$ cat config.mk
export PLATFORM = sky130hd
export DESIGN_NAME = prp_top
export DESIGN_NICKNAME = d
export VERILOG_FILES = /design/src/design/prp_pkg.sv /design/src/design/prp_top.sv
export SDC_FILE = /design/constraint.sdc
export NUM_CORES = 1
export LEC_CHECK = 0
export BUFFER_PORTS_ARGS = -buffer_cell sky130_fd_sc_hd__buf_2
export CAP_MARGIN = 15
export CORE_ASPECT_RATIO = 0.8
export CORE_MARGIN = 2
export CORE_UTILIZATION = 50
export CTS_BUF_LIST = sky130_fd_sc_hd__clkbuf_4
export DETAILED_ROUTE_END_ITERATION = 10
export GPL_TIMING_DRIVEN = 0
export PLACE_DENSITY_LB_ADDON = 0.05
export SYNTH_ARGS = -nofsm -noshare
export SYNTH_HDL_FRONTEND = slang
export SYNTH_SLANG_ARGS = --single-unit
$ cat constraint.sdc
create_clock -name clk -period 4.2 [get_ports clk]
set_input_delay 0.84 -clock clk [delete_from_list [all_inputs] [get_ports clk]]
set_output_delay 0.84 -clock clk [all_outputs]
set_load 0.1 [all_outputs]
$ cat src/design/prp_pkg.sv
package prp_pkg;
  // timing, 100 MHz system clock
  localparam int CLK_PERIOD_NS = 10;
  localparam int INIT_TIME_NS = 200;
  localparam int INIT_CYCLES = (INIT_TIME_NS + CLK_PERIOD_NS - 1) / CLK_PERIOD_NS;
  localparam int MIN_RESET_NS = 1000;
  localparam int MIN_RESET_CYCLES = (MIN_RESET_NS + CLK_PERIOD_NS - 1) / CLK_PERIOD_NS;
  localparam int MDC_MAX_MHZ = 25;
  localparam int REF_PERIOD_NS = 40;
  localparam int REF_CYCLES = REF_PERIOD_NS / CLK_PERIOD_NS;
  localparam int REF_TOL_CYCLES = 1;
  localparam int CNT_W = 8;
  localparam logic [CNT_W-1:0] INIT_LAST = CNT_W'(INIT_CYCLES - 1);
  localparam logic [CNT_W-1:0] REF_LO = CNT_W'(REF_CYCLES - REF_TOL_CYCLES);
  localparam logic [CNT_W-1:0] REF_HI = CNT_W'(REF_CYCLES + REF_TOL_CYCLES);
  localparam logic [CNT_W-1:0] CNT_ONE = 8'h01;
  localparam logic [CNT_W-1:0] CNT_MAX = 8'hFF;
  // reset values
  localparam logic PIN_ROLE_RST = 1'b0;

  typedef enum logic [1:0] {PS_INIT, PS_RUN, PS_DOWN} prp_state_type;

  typedef struct packed {
    logic wake;
    logic sleep;
    logic irq_role;
    logic pdn_role;
  } prp_mgmt_req_type;

  typedef struct packed {
    logic powered_down;
    logic core_rst_n;
    logic core_clk_en;
    logic mgmt_ready;
    logic ref_ok;
    logic irq_role;
  } prp_status_type;
endpackage : prp_pkg

$ cat src/design/prp_top.sv
`timescale 1ns/1ps
module prp_top import prp_pkg::*; (
  input wire logic clk,
  input wire logic nrst,
  input wire logic irq_or_sleep_pin_i,
  output logic irq_or_sleep_pin_o,
  output logic irq_or_sleep_pin_oe,
  input wire logic irq_event,
  input wire logic irq_ack,
  input wire prp_mgmt_req_type mgmt_req,
  input wire logic mdc,
  input wire logic mdio_i,
  output logic mdio_o,
  output logic mdio_oe,
  input wire logic mdio_drv_en,
  input wire logic mdio_drv_bit,
  output logic mdio_bit,
  output logic mdio_bit_stb,
  input wire logic ref_osc_in,
  output prp_status_type status
);

  function automatic logic rise(input logic now, input logic was);
    rise = now & ~was;
  endfunction : rise

  // power state group
  prp_state_type state_q, state_d;
  logic [CNT_W-1:0] init_cnt_q, init_cnt_d;
  logic role_q, role_d;
  logic sleep_q, sleep_d;
  logic pdn_req;

  always_comb begin
    role_d = role_q;
    sleep_d = sleep_q;
    if (mgmt_req.irq_role) begin
      role_d = 1'b1;
    end else if (mgmt_req.pdn_role) begin
      role_d = PIN_ROLE_RST;
    end
    // management commands act in every power state
    if (mgmt_req.sleep) begin
      sleep_d = 1'b1;
    end else if (mgmt_req.wake) begin
      sleep_d = 1'b0;
    end
    // pin only counts as power-down request in its input role
    pdn_req = (~role_q & ~irq_or_sleep_pin_i) | sleep_q;
    state_d = state_q;
    init_cnt_d = init_cnt_q;
    unique case (state_q)
      PS_INIT: begin
        init_cnt_d = init_cnt_q + CNT_ONE;
        if (init_cnt_q == INIT_LAST) begin
          state_d = PS_RUN;
          init_cnt_d = '0;
        end
      end
      PS_RUN: begin
        if (pdn_req) begin
          state_d = PS_DOWN;
        end
      end
      PS_DOWN: begin
        if (!pdn_req) begin
          state_d = PS_RUN;
        end
      end
    endcase
  end

  always_ff @(posedge clk or negedge nrst) begin
    if (!nrst) begin
      state_q <= PS_INIT;
      init_cnt_q <= '0;
      role_q <= PIN_ROLE_RST;
      sleep_q <= 1'b0;
    end else begin
      state_q <= state_d;
      init_cnt_q <= init_cnt_d;
      role_q <= role_d;
      sleep_q <= sleep_d;
    end
  end

  // interrupt pin group
  logic irq_pend_q, irq_pend_d;
  logic pin_oe_q, pin_oe_d;

  always_comb begin
    // a new event in the ack cycle is kept
    irq_pend_d = irq_event | (irq_pend_q & ~irq_ack);
    pin_oe_d = role_d & irq_pend_d;
  end

  always_ff @(posedge clk or negedge nrst) begin
    if (!nrst) begin
      irq_pend_q <= 1'b0;
      pin_oe_q <= 1'b0;
    end else begin
      irq_pend_q <= irq_pend_d;
      pin_oe_q <= pin_oe_d;
    end
  end

  // open drain: level is never driven high
  assign irq_or_sleep_pin_o = 1'b0;
  assign irq_or_sleep_pin_oe = pin_oe_q;

  // management serial group, kept out of power gating
  logic mdc_q, mdc_d;
  logic mdio_bit_q, mdio_bit_d;
  logic mdio_stb_q, mdio_stb_d;
  logic mdio_o_q, mdio_o_d;
  logic mdio_oe_q, mdio_oe_d;

  always_comb begin
    mdc_d = mdc;
    mdio_bit_d = mdio_bit_q;
    mdio_stb_d = rise(mdc, mdc_q);
    mdio_o_d = mdio_o_q;
    mdio_oe_d = mdio_oe_q;
    if (rise(mdc, mdc_q)) begin
      mdio_bit_d = mdio_i;
    end
    // drive changes on falling edge so station samples on rising
    if (rise(mdc_q, mdc)) begin
      mdio_o_d = mdio_drv_bit;
      mdio_oe_d = mdio_drv_en;
    end
  end

  always_ff @(posedge clk or negedge nrst) begin
    if (!nrst) begin
      mdc_q <= 1'b0;
      mdio_bit_q <= 1'b0;
      mdio_stb_q <= 1'b0;
      mdio_o_q <= 1'b0;
      mdio_oe_q <= 1'b0;
    end else begin
      mdc_q <= mdc_d;
      mdio_bit_q <= mdio_bit_d;
      mdio_stb_q <= mdio_stb_d;
      mdio_o_q <= mdio_o_d;
      mdio_oe_q <= mdio_oe_d;
    end
  end

  assign mdio_bit = mdio_bit_q;
  assign mdio_bit_stb = mdio_stb_q;
  assign mdio_o = mdio_o_q;
  assign mdio_oe = mdio_oe_q;

  // reference clock monitor: only catches gross faults at 100 MHz sampling
  logic ref_q, ref_d;
  logic [CNT_W-1:0] per_q, per_d;
  logic ref_ok_q, ref_ok_d;

  always_comb begin
    ref_d = ref_osc_in;
    per_d = (per_q == CNT_MAX) ? per_q : per_q + CNT_ONE;
    ref_ok_d = ref_ok_q;
    if (rise(ref_osc_in, ref_q)) begin
      ref_ok_d = (per_q >= REF_LO) && (per_q <= REF_HI);
      per_d = CNT_ONE;
    end else if (per_q > REF_HI) begin
      ref_ok_d = 1'b0;
    end
  end

  always_ff @(posedge clk or negedge nrst) begin
    if (!nrst) begin
      ref_q <= 1'b0;
      per_q <= '0;
      ref_ok_q <= 1'b0;
    end else begin
      ref_q <= ref_d;
      per_q <= per_d;
      ref_ok_q <= ref_ok_d;
    end
  end

  // status register
  prp_status_type stat_q, stat_d;

  always_comb begin
    stat_d.powered_down = (state_d == PS_DOWN);
    stat_d.core_rst_n = (state_d != PS_INIT);
    stat_d.core_clk_en = (state_d == PS_RUN);
    stat_d.mgmt_ready = 1'b1;
    stat_d.ref_ok = ref_ok_d;
    stat_d.irq_role = role_d;
  end

  always_ff @(posedge clk or negedge nrst) begin
    if (!nrst) begin
      stat_q <= '0;
    end else begin
      stat_q <= stat_d;
    end
  end

  assign status = stat_q;

  // checks
  property p_role_default;
    @(posedge clk) disable iff (!nrst)
    $rose(nrst) |-> !status.irq_role;
  endproperty
  a_role_default: assert property (p_role_default) else $error("pin role not default");

  property p_pin_pdn;
    @(posedge clk) disable iff (!nrst)
    (state_q == PS_RUN && !role_q && !irq_or_sleep_pin_i) |=> status.powered_down;
  endproperty
  a_pin_pdn: assert property (p_pin_pdn) else $error("pin low did not power down");

  property p_pdn_clk_off;
    @(posedge clk) disable iff (!nrst)
    status.powered_down |-> ($past(pdn_req) && !status.core_clk_en);
  endproperty
  a_pdn_clk_off: assert property (p_pdn_clk_off) else $error("power-down state wrong");

  property p_mgmt_in_pdn;
    @(posedge clk) disable iff (!nrst)
    (status.powered_down && mdc && !mdc_q) |=> (mdio_bit_stb && status.mgmt_ready);
  endproperty
  a_mgmt_in_pdn: assert property (p_mgmt_in_pdn) else $error("management lost in power-down");

  property p_wake;
    @(posedge clk) disable iff (!nrst)
    (status.powered_down && role_q && mgmt_req.wake && !mgmt_req.sleep && !mgmt_req.pdn_role)
    |-> ##2 !status.powered_down;
  endproperty
  a_wake: assert property (p_wake) else $error("wake command ignored");

  property p_open_drain;
    @(posedge clk) disable iff (!nrst)
    irq_or_sleep_pin_oe |-> (status.irq_role && !irq_or_sleep_pin_o);
  endproperty
  a_open_drain: assert property (p_open_drain) else $error("pin driven outside irq role");

  property p_irq_hold;
    @(posedge clk) disable iff (!nrst)
    (role_q && !mgmt_req.pdn_role && irq_event) |=> irq_or_sleep_pin_oe;
  endproperty
  a_irq_hold: assert property (p_irq_hold) else $error("event did not pull pin low");

  property p_init_len;
    @(posedge clk) disable iff (!nrst)
    $rose(nrst) |-> !status.core_rst_n [*8];
  endproperty
  a_init_len: assert property (p_init_len) else $error("core reset released too early");

  property p_mdio_drive;
    @(posedge clk) disable iff (!nrst)
    (mdc_q && !mdc) |=> (mdio_o == $past(mdio_drv_bit) && mdio_oe == $past(mdio_drv_en));
  endproperty
  a_mdio_drive: assert property (p_mdio_drive) else $error("mdio not driven on clock fall");

  c_pdn_cycle: cover property (@(posedge clk) disable iff (!nrst)
    status.powered_down ##[1:50] !status.powered_down);
  c_irq_pull: cover property (@(posedge clk) disable iff (!nrst)
    status.irq_role && irq_or_sleep_pin_oe);
  c_ref_ok: cover property (@(posedge clk) disable iff (!nrst) $rose(status.ref_ok));

endmodule : prp_top

# After elaboration in Yosys (flattened, before gate mapping)
# Cells that the tools add are included.
# totals
regBits	33
in_bits	14
out_inout_bits	12
elab_cells	62
# classes
addsub	2
n_lt_le_gt_ge	3
eq_ne	7
muxes	13
n_bitwise	14
reduce_logical	5
# ops
operator	n
8-bit two-way mux	3
8-bit by 1-bit adder with 8-bit output, second input constant	2
8-bit by 5-bit equality test with 1-bit output, second input constant	1
8-bit equality test, second input constant	1
8-bit by 2-bit greater-or-equal comparator with 1-bit output, second input constant	1
8-bit by 3-bit greater-than comparator with 1-bit output, second input constant	1
8-bit by 3-bit less-or-equal comparator with 1-bit output, second input constant	1
1-bit bitwise AND	6
1-bit two-way mux	6
2-bit two-way mux	3
1-bit NOT	6
2-bit case mux with 3 select lines	1
2-bit nonzero test	3
2-bit by 1-bit equality test with 1-bit output, second input constant	2
2-bit equality test, second input constant	2
2-bit zero test	1
2-bit by 1-bit inequality test with 1-bit output, second input constant	1
1-bit OR	2
1-bit logical AND	1

# Depth between registers and ports, before layout
# Gate-level depths: netlist (run 1).
# logic_depth
depth_word	6
depth_mapped	7
ltp_nobuf	6

# Least setup slack after synthesis (run 1)
# Ideal clock, no wire load.
# synth_path
path_kind	register to output
from	register mdio_bit_q (netlist: mdio_bit)
to	output port mdio_bit
arrival_ns	0.895
required_ns	3.360
slack_ns	2.465
path_stages_with_launch	1
path_buffers	0
cell_sequence	dfrtp_1
# synth_rtl
element	line_no	text
start: declaration	prp_top.sv:113	logic mdio_bit_q, mdio_bit_d;
start signal: assignment	prp_top.sv:143	mdio_bit_q <= mdio_bit_d;
end: declaration	prp_top.sv:17	output logic mdio_bit,
# No word-level cell between the ends.

# Worst setup path in the final report (run 1)
# layout_path
from	register stat_q (netlist bit status[0])
to	output port status[0] in the netlist's numbering
# layout_rtl
element	line_no	text
start: declaration	prp_top.sv:185	prp_status_type stat_q, stat_d;
start signal: assignment	prp_top.sv:200	stat_q <= stat_d;
end: declaration	prp_top.sv:20	output prp_status_type status
# No word-level cell between the ends.

==> flow_summary.json, run 1 <==
{
  "status": "finished, final reports clean",
  "dieArea_um2": 3520,
  "dp_hpwl_um": 1900,
  "cts_max_path_buffers": 2,
  "layout_common_cells": "dfrtp_1, buf_2, inv_1, nand2_1, ha_1",
  "finalSetupViolations": 0,
  "place_congestion": 0.814,
  "r2r-start": "per_q[0]$_DFFE_PN0P_",
  "ys_seq_area_share_pct": 54.0,
  "rsz0062_at_grt": "no",
  "cp_max_fo": 3,
  "start_util_pct": 54.0,
  "fin_crit_sh_pct": 49.1,
  "ios": 26,
  "globalRoute.totalOverflow": 0,
  "n_fill_cell": 245,
  "cts_hold_buf": 0,
  "leakage_nw": 0.881,
  "io_buffer_count": 24,
  "rows": 17,
  "antenna_found_initial": 0,
  "tns_ps": 0,
  "critPathBufInv": 2,
  "synthCells": 135,
  "worstSetupPathType": "flop to output pin",
  "synth_edf_count": 0,
  "ir_drop_uv": 269,
  "holdCritPathClass": "flop to flop",
  "end_kind": "output pin",
  "r2r-end": "per_q[0]$_DFFE_PN0P_",
  "grt_pass1_vias": 1016,
  "crit_arrival_ps": 1220,
  "routed_via_density": 5.26,
  "clkPwrFrac_pct": 23.2,
  "synthToLayoutAreaGrowth_pct": 14.2,
  "critPathTopFamily": "buffers and inverters",
  "grt_max_degree": 34,
  "fin_util_pct": 61.7,
  "netlist-cell-type-count": 38,
  "avgSynthCellArea_um2": 11.3,
  "max_freq_mhz": 485,
  "postCtsSetupBuffers": 0,
  "netlist_area_um2": 1530,
  "startpoint_type": "flop",
  "synth_top_area_share_pct": 54.0,
  "die_x_um": 65.8,
  "multi_input_area_um2": 642,
  "core_area_um2": 2830,
  "clkSinkCount": 33,
  "vias": 1073,
  "track_usage_pct": 17.8,
  "startpoint": "status[0]$_DFF_PN0_",
  "cts_tree": "done",
  "cts_resized": 0,
  "power.switching_w": 0.000253,
  "r2r_cells": 5,
  "synth_top_area_cell": "dfrtp_1",
  "cts_root_buf": "clkbuf_4",
  "ys_seq_elements": 33,
  "clk_latency_ps": 330,
  "path_depth": 2,
  "cts_inserted_buffers": 5,
  "period_needed_ps": 2060,
  "nets": 187,
  "die_h_um": 53.5,
  "internal_power_w": 0.000464,
  "drtAntennaViolNets": 0,
  "synthFlopType": "dfrtp_1",
  "drive_gt1_share_pct": 24.7,
  "p_sw_share_pct": 35.3,
  "dr.pass1.iters": 4,
  "crit_slowest_cell": "buf_2",
  "register_area_um2": 826,
  "relSlewSlack_pct": 54.0,
  "antenna_cells": 0,
  "r2r_slack_ps": 2570,
  "cts_htree_levels": 2,
  "seqPwrFrac_pct": 52.3,
  "wirelength_um": 2560,
  "min_from": "mdc_q$_DFF_PN0_",
  "yosysWarnings": 0,
  "slowest_delay_ps": 410,
  "synth_fp_nets": 156,
  "drv_cap": 0,
  "final_hold_viol_count": 0,
  "grt_first_pass_wirelength_um": 4460,
  "clkTransAtPathRegs_ps": 90,
  "power_density_nw_per_um2": 410,
  "drv_slew": 0,
  "clock_skew_ps": 5.50,
  "p_comb_share_pct": 24.5,
  "drc_errors": 0,
  "worstPathRequired_ps": 3360,
  "synthTopCellsByArea": "dfrtp_1, ha_1, a21o_1",
  "wl_per_cell_um": 12.5,
  "crit_path_end": "status[0]",
  "drt_iter0_markers": 48,
  "worstMarginPinSlew_ps": 690,
  "final_common_cell": "dfrtp_1",
  "crit_chain": "buf_4 -> buf_2",
  "synthArstFlopShare_pct": 100
}
## worst min path at each step
stage	end	slack [ps]	depth (start not counted)
6_report	mdio_bit_stb$_DFF_PN0_	440	1
5_1_grt	mdio_bit_stb$_DFF_PN0_	470	1
4_1_cts	mdio_bit_stb$_DFF_PN0_	440	1
3_5_place_dp	mdio_bit_stb$_DFF_PN0_	430	1
3_3_place_gp	mdio_bit_stb$_DFF_PN0_	420	1
2_1_floorplan	mdio_bit_stb$_DFF_PN0_	410	1
## registers in the layout, indices dropped and copies added, names as in the netlist, 2 cells and up
| signal | cells |
|---|---|
| status | 6 |
| init_cnt_q | 8 |
| per_q | 8 |
| state_q | 2 |
## Yosys cell counts (2+ instances only)
cell and count:
xnor2_1 4, ha_1 7, and3_1 5, a31oi_1 6, nor3_1 6, nand2_1 8, nor2_1 5, buf_4 3
a21o_1 5, mux2i_1 2, o211ai_1 2, dfrtp_1 33, inv_1 9, mux2_2 3, and2_1 2, o21ai_0 4
nand4_1 3, nand2b_1 2, conb_1 2, nor2b_1 6
## layout make-up
class,count,area share (%)
clock inverters,1,0.215
multi-input cells,89,36.8
well taps,38,2.72
flip-flops and latches,33,47.3
repair buffers,24,6.88
inverters,9,1.94
plain buffers,4,1.58
clock buffers,6,2.58
## through the flow
stage	std cells	hold slack [ps]	cell area [µm²]	worst slack [ps]	total power, W
floorplan	135	410	1530	2470	0.000517
global placement	197	423	1700	2390	0.000551
detailed placement	197	429	1700	2340	0.000557
CTS	204	440	1750	2120	0.000723
global route	204	467	1750	2090	0.000755
finish	204	440	1750	2140	0.000716
## metal layers
metal	global-route usage (%)	share of wire, %	vias up
met4	10.1	1.2	0
met3	6.17	7.2	4
met5	0	0	-
met1	22.2	48	507
li1	-	-	531
met2	26.9	43	31
## power by group through the flow
| stage | clock network, W | logic [W] | registers, W |
|---|---|---|---|
| floorplan | 0 | 0.0000978 | 0.000419 |
| global placement | 0 | 0.000173 | 0.000378 |
| detailed placement | 0 | 0.000177 | 0.000380 |
| CTS | 0.000172 | 0.000177 | 0.000374 |
| global route | 0.000187 | 0.000188 | 0.000380 |
| finish | 0.000166 | 0.000175 | 0.000375 |
## worst register-to-register path, stage by stage (launching register included)
cell and delay [ps]:
dfrtp_1 430, ha_1 260, and3_1 280, nand4_2 240
xnor2_1 230, nand2_1 80
## cell families (layout without fill, tap and decap cells)
family	Yosys count	count (layout)	synth area share, %
simple gates	44	44	16.5
flops	33	33	54.0
compound gates	26	26	12.8
buf+inv	13	44	4.01
fa+ha+maj	7	7	5.73
xor+xnor	5	5	2.86
mux	5	5	3.52
other cells	2	2	0.491
Power figures use the tool's default switching activity.
==> run 2: changes to the inputs <==
--- a/config.mk
+++ b/config.mk
@@ -5,6 +5,7 @@
 export SDC_FILE = /design/constraint.sdc
 export NUM_CORES = 1
 export LEC_CHECK = 0
+export ABC_AREA = 1
 export BUFFER_PORTS_ARGS = -buffer_cell sky130_fd_sc_hd__buf_2
 export CAP_MARGIN = 15
 export CORE_ASPECT_RATIO = 0.8
==> constraint.sdc (replaced) <==
create_clock -name clk -period 1.82 [get_ports clk]
set_input_delay 0.364 -clock clk [delete_from_list [all_inputs] [get_ports clk]]
set_output_delay 0.364 -clock clk [all_outputs]
set_load 0.1 [all_outputs]
==> run 2 against run 1 <==
First-iteration DRC count rose by 94%. Synthesized area rose by 9.2%. Sequential cell count did not move. Sequential power rose by 130%. Via count rose by 27%. Power rose by 140%. Die area rose by 8.6%. Routed wire length rose by 24%. Combinational power rose to 2.6 times the previous value. Hold slack got worse by 390 ps. Clock skew rose by 1.9 ps. Clock power rose by 140%. Critical path type unchanged. Critical endpoint unchanged. Largest power group unchanged.
==> flow_summary.json, run 2 <==
{
  "synth_top_area_cell": "dfrtp_1",
  "track_usage_pct": 19.2,
  "drc_errors": 0,
  "drt_iter0_markers": 93,
  "rows": 18,
  "cts_max_path_buffers": 2,
  "cts_root_buf": "clkbuf_4",
  "drtAntennaViolNets": 0,
  "final_common_cell": "nand2_1",
  "netlist_area_um2": 1670,
  "wl_per_cell_um": 11.9,
  "grt_max_degree": 34,
  "synthToLayoutAreaGrowth_pct": 13.2,
  "finalPower_w": 0.00172,
  "fin_util_pct": 60.4,
  "finalSetupViolations": 0,
  "synthTopCellsByCount": "nand2_1, dfrtp_1, inv_1",
  "grt_pass1_vias": 1324,
  "clkSinkCount": 33,
  "synth_edf_count": 0,
  "holdCritPathClass": "primary input to asynchronous set/reset pin",
  "clk_latency_ps": 350,
  "end_kind": "output pin",
  "grt_first_pass_wirelength_um": 5460,
  "avgSynthCellArea_um2": 8.57,
  "io_buffer_count": 24,
  "drv_slew": 0,
  "synthFlopType": "dfrtp_1",
  "cp_max_fo": 2,
  "postCtsSetupBuffers": 0,
  "globalRoute.totalOverflow": 0,
  "dr.pass1.iters": 4,
  "drv_cap": 0,
  "relSlewSlack_pct": 52.7,
  "cts_resized": 0,
  "synthArstFlopShare_pct": 100,
  "layout_common_cells": "nand2_1, dfrtp_1, inv_1, nand3_1, buf_2",
  "stdcell_count": 267,
  "netlist-cell-type-count": 26,
  "crit_chain": "buf_4 -> buf_2",
  "ir_drop_uv": 528,
  "dp_hpwl_um": 2350,
  "wirelength_um": 3180,
  "ys_seq_area_share_pct": 49.4,
  "yosysWarnings": 0,
  "r2r_cells": 8,
  "slowest_delay_ps": 410,
  "cts_htree_levels": 2,
  "clkTransAtPathRegs_ps": 110,
  "die_h_um": 55.7,
  "drive_gt1_share_pct": 20.3,
  "ios": 26,
  "routed_via_density": 5.12,
  "die_x_um": 68.6,
  "startpoint_type": "flop",
  "dieArea_um2": 3820,
  "r2r-start": "state_q[0]$_DFF_PN0_",
  "synthTopCellsByArea": "dfrtp_1, nand2_1, nand3_1",
  "synth.most_common_cell": "nand2_1",
  "max_freq_mhz": 630,
  "synth_top_area_share_pct": 49.4,
  "period_needed_ps": 1590,
  "antenna_found_initial": 0,
  "start_util_pct": 53.4,
  "synthCells": 195,
  "final_hold_viol_count": 0,
  "power_density_nw_per_um2": 911,
  "rsz0062_at_grt": "no",
  "status": "finished, final reports clean",
  "leakage_nw": 1.05,
  "tns_ps": 0,
  "crit_arrival_ps": 1220,
  "worstPathRequired_ps": 1460,
  "cts_hold_buf": 0,
  "crit_slowest_cell": "buf_2",
  "worstSetupPathType": "flop to output pin",
  "whs_ps": 49.2,
  "cts_inserted_buffers": 5,
  "ys_seq_elements": 33,
  "core_area_um2": 3130,
  "clock_skew_ps": 7.41,
  "fin_crit_sh_pct": 87.3,
  "synth_fp_nets": 216,
  "vias": 1366,
  "cts_tree": "done",
  "r2r_slack_ps": 250,
  "r2r-end": "init_cnt_q[5]$_DFFE_PN0N_",
  "worstMarginPinSlew_ps": 709,
  "place_congestion": 0.818,
  "place_inst": 259,
  "antenna_cells": 0,
  "nets": 247
}
run 2: layout make-up:
class / instances / area (µm²)
Tap cell: 40 / 50.0
Multi-Input combinational cell: 130 / 709
Buffer: 4 / 30.0
Sequential cell: 33 / 826
Timing Repair Buffer: 24 / 120
Clock inverter: 3 / 12.5
Inverter: 28 / 105
Fill cell: 279 / 1240
Clock buffer: 5 / 37.5
run 2: metrics by stage:
stage	setup WS (ps)	cell area, µm²
after CTS	214	1890
after floorplan	440	1670
after detailed placement	269	1840
after global routing	27.6	1890
after global placement	306	1840
final	232	1890
run 2: report_power, final:
part	switching (W)	total (W)	internal, W
clock	0.000260	0.000400	0.000139
sequential	0.0000582	0.000859	0.000801
combinational	0.000344	0.000463	0.000118
total	0.000663	0.00172	0.00106
run 2: critical path: cells and delay by family (launching register included):
kind / cells / cell delay [ps]
buf+inv: 2 / 510
flops: 1 / 360
run 2: worst max path at each step:
stage	start	to	depth (start not counted)
floorplan	state_q[0]$_DFF_PN0_	init_cnt_q[5]$_DFFE_PN0N_	8
global placement	state_q[0]$_DFF_PN0_	init_cnt_q[5]$_DFFE_PN0N_	8
detailed placement	state_q[0]$_DFF_PN0_	init_cnt_q[5]$_DFFE_PN0N_	8
CTS	status[0]$_DFF_PN0_	status[0]	2
global route	state_q[0]$_DFF_PN0_	init_cnt_q[5]$_DFFE_PN0N_	8
finish	status[0]$_DFF_PN0_	status[0]	2
run 2: kinds of logic after synthesis:
logic type | synth area share (%)
buffers and inverters | 8.09
multiplexers | 2.02
AO/OA/AOI/OAI | 5.62
AND/OR/NAND/NOR | 27.6
flip-flops | 49.4
other | 0.450
XOR/XNOR | 1.57
adder cells (fa/ha/maj) | 5.24
run 2: layer usage:
metal	track usage, %	vias up	part of all wire [%]
met5	0	-	0
met3	5.67	7	6.7
met4	8.00	0	2.0
met2	31.2	51	46
met1	23.2	629	45
li1	-	679	-
==> run 3: changes to the inputs <==
--- a/config.mk
+++ b/config.mk
@@ -15,6 +15,7 @@
 export DETAILED_ROUTE_END_ITERATION = 10
 export GPL_TIMING_DRIVEN = 0
 export PLACE_DENSITY_LB_ADDON = 0.05
+export REMOVE_ABC_BUFFERS = 1
 export SYNTH_ARGS = -nofsm -noshare
 export SYNTH_HDL_FRONTEND = slang
 export SYNTH_SLANG_ARGS = --single-unit
==> run 3 against run 2 <==
Fmax is 1.5% higher. Worst setup slack improved by 24 ps. Global-route usage is 0.50 points lower. Power down 2.5%. Utilization down 0.88 points. Hold slack better by 38 ps. Clock skew fell by 2.8 ps. Sequential cell count stayed put. Count of clock-buffer cells in the layout is the same. Combinational power fell by 3%. Largest power group unchanged.
==> flow_summary.json, run 3 (synthesis results as in run 2) <==
{
  "nets": 243,
  "startpoint_type": "flop",
  "dieArea_um2": 3820,
  "r2r_slack_ps": 260,
  "final_hold_viol_count": 0,
  "register_area_um2": 826,
  "final_common_cell": "nand2_1",
  "core_area_um2": 3130,
  "cts_inserted_buffers": 5,
  "r2r_cells": 7,
  "wirelength_um": 3020,
  "fin_crit_sh_pct": 85.9,
  "crit_arrival_ps": 1790,
  "grt_first_pass_wirelength_um": 5440,
  "cts_hold_buf": 0,
  "synthToLayoutAreaGrowth_pct": 11.5,
  "rows": 18,
  "clkTransAtPathRegs_ps": 100,
  "r2r-end": "init_cnt_q[5]$_DFFE_PN0N_",
  "clkSinkCount": 33,
  "rsz0062_at_grt": "no",
  "r2r-start": "state_q[0]$_DFF_PN0_",
  "layout_common_cells": "nand2_1, dfrtp_1, inv_1, nand3_1, buf_2",
  "end_kind": "flop",
  "track_usage_pct": 18.7,
  "clk_latency_ps": 320,
  "ir_drop_uv": 630,
  "cts_htree_levels": 2,
  "worstMarginPinSlew_ps": 713,
  "cts_tree": "done",
  "power_density_nw_per_um2": 901,
  "relSlewSlack_pct": 52.4,
  "cp_max_fo": 9,
  "routed_via_density": 5.15,
  "wl_per_cell_um": 11.5,
  "cts_max_path_buffers": 2,
  "drive_gt1_share_pct": 19.3,
  "drv_cap": 0,
  "drc_errors": 0,
  "grt_max_degree": 34,
  "start_util_pct": 53.4,
  "cts_root_buf": "clkbuf_4",
  "max_freq_mhz": 639,
  "die_h_um": 55.7,
  "die_x_um": 68.6,
  "tns_ps": 0,
  "leakage_nw": 1.03,
  "worstPathRequired_ps": 2040,
  "fin_util_pct": 59.5,
  "holdCritPathClass": "primary input to asynchronous set/reset pin",
  "dr.pass1.iters": 4,
  "ios": 26,
  "vias": 1354,
  "status": "finished, final reports clean",
  "place_congestion": 0.831,
  "worstSetupPathType": "flop to flop",
  "grt_use_met3_pct": 5.47,
  "drtAntennaViolNets": 0,
  "antenna_cells": 0,
  "use_met1_pct": 25.7,
  "period_needed_ps": 1560,
  "clock_skew_ps": 4.56,
  "grt_pass1_vias": 1319,
  "antenna_found_initial": 0,
  "n_fill_cell": 287,
  "io_buffer_count": 24,
  "finalSetupViolations": 0,
  "multi_input_area_um2": 712,
  "drv_slew": 0,
  "drt_iter0_markers": 86,
  "globalRoute.totalOverflow": 0,
  "busiest_layer": "met2",
  "dp_hpwl_um": 2230,
  "grt_util_met2_pct": 28.2
}
-- run 3: cell count changes in the layout (fill, tap and decap cells not counted) --
cell / previous run / this run
ha_2: 0 / 1
buf_4: 4 / 0
ha_1: 7 / 6
-- run 3: timing repair --
action | 4_1_cts | 5_1_grt
endpoints found under the setup margin | 0 | 1
resized for setup | 0 | 1
setup buffers | 0 | 0
-- run 3: layer usage --
metal / wire, µm / part of all wire, % / vias to the layer above
met5: 0 / 0 / -
li1: - / - / 677
met1: 1440 / 48 / 625
met4: 16 / 0.53 / 0
met2: 1370 / 45 / 50
met3: 199 / 6.6 / 2
-- run 3: worst max-delay path by stage --
stage | start | to | slack [ps]
5_1_grt | state_q[0]$_DFF_PN0_ | init_cnt_q[5]$_DFFE_PN0N_ | 80
4_1_cts | state_q[0]$_DFF_PN0_ | init_cnt_q[5]$_DFFE_PN0N_ | 170
3_3_place_gp | state_q[0]$_DFF_PN0_ | init_cnt_q[5]$_DFFE_PN0N_ | 240
6_report | state_q[0]$_DFF_PN0_ | init_cnt_q[5]$_DFFE_PN0N_ | 260
2_1_floorplan | status[0]$_DFF_PN0_ | status[4]$_DFF_PN0_ | 180
3_5_place_dp | state_q[0]$_DFF_PN0_ | init_cnt_q[5]$_DFFE_PN0N_ | 180
-- run 3: cell type report --
class | count | area share [%]
flip-flops and latches | 33 | 44.3
multi-input cells | 130 | 38.2
repair buffers | 24 | 6.45
inverters | 28 | 5.64
well taps | 40 | 2.69
clock buffers | 5 | 2.01
clock inverters | 3 | 0.672
-- run 3: through the flow --
step	hold slack [ps]	instances	setup WS [ps]	total power [W]	cell area [µm²]
after global placement	431	255	244	0.00131	1810
after detailed placement	436	255	184	0.00132	1810
after floorplan	68.4	191	182	0.00122	1640
final	87.5	263	256	0.00168	1860
after CTS	104	263	175	0.00170	1860
after global routing	126	263	80.4	0.00179	1860
-- run 3: critical path, cell delays in order, from the launching register on --
cell and delay, ps:
dfrtp_1 430, inv_1 150, ha_2 290, inv_1 90, nor3_2 240, nand2_1 100
xor2_1 130, inv_1 50
-- run 3: power by group --
group          switching [W]  internal (W)
sequential         0.0000559      0.000801
combinational       0.000341      0.000106
clock               0.000235      0.000140
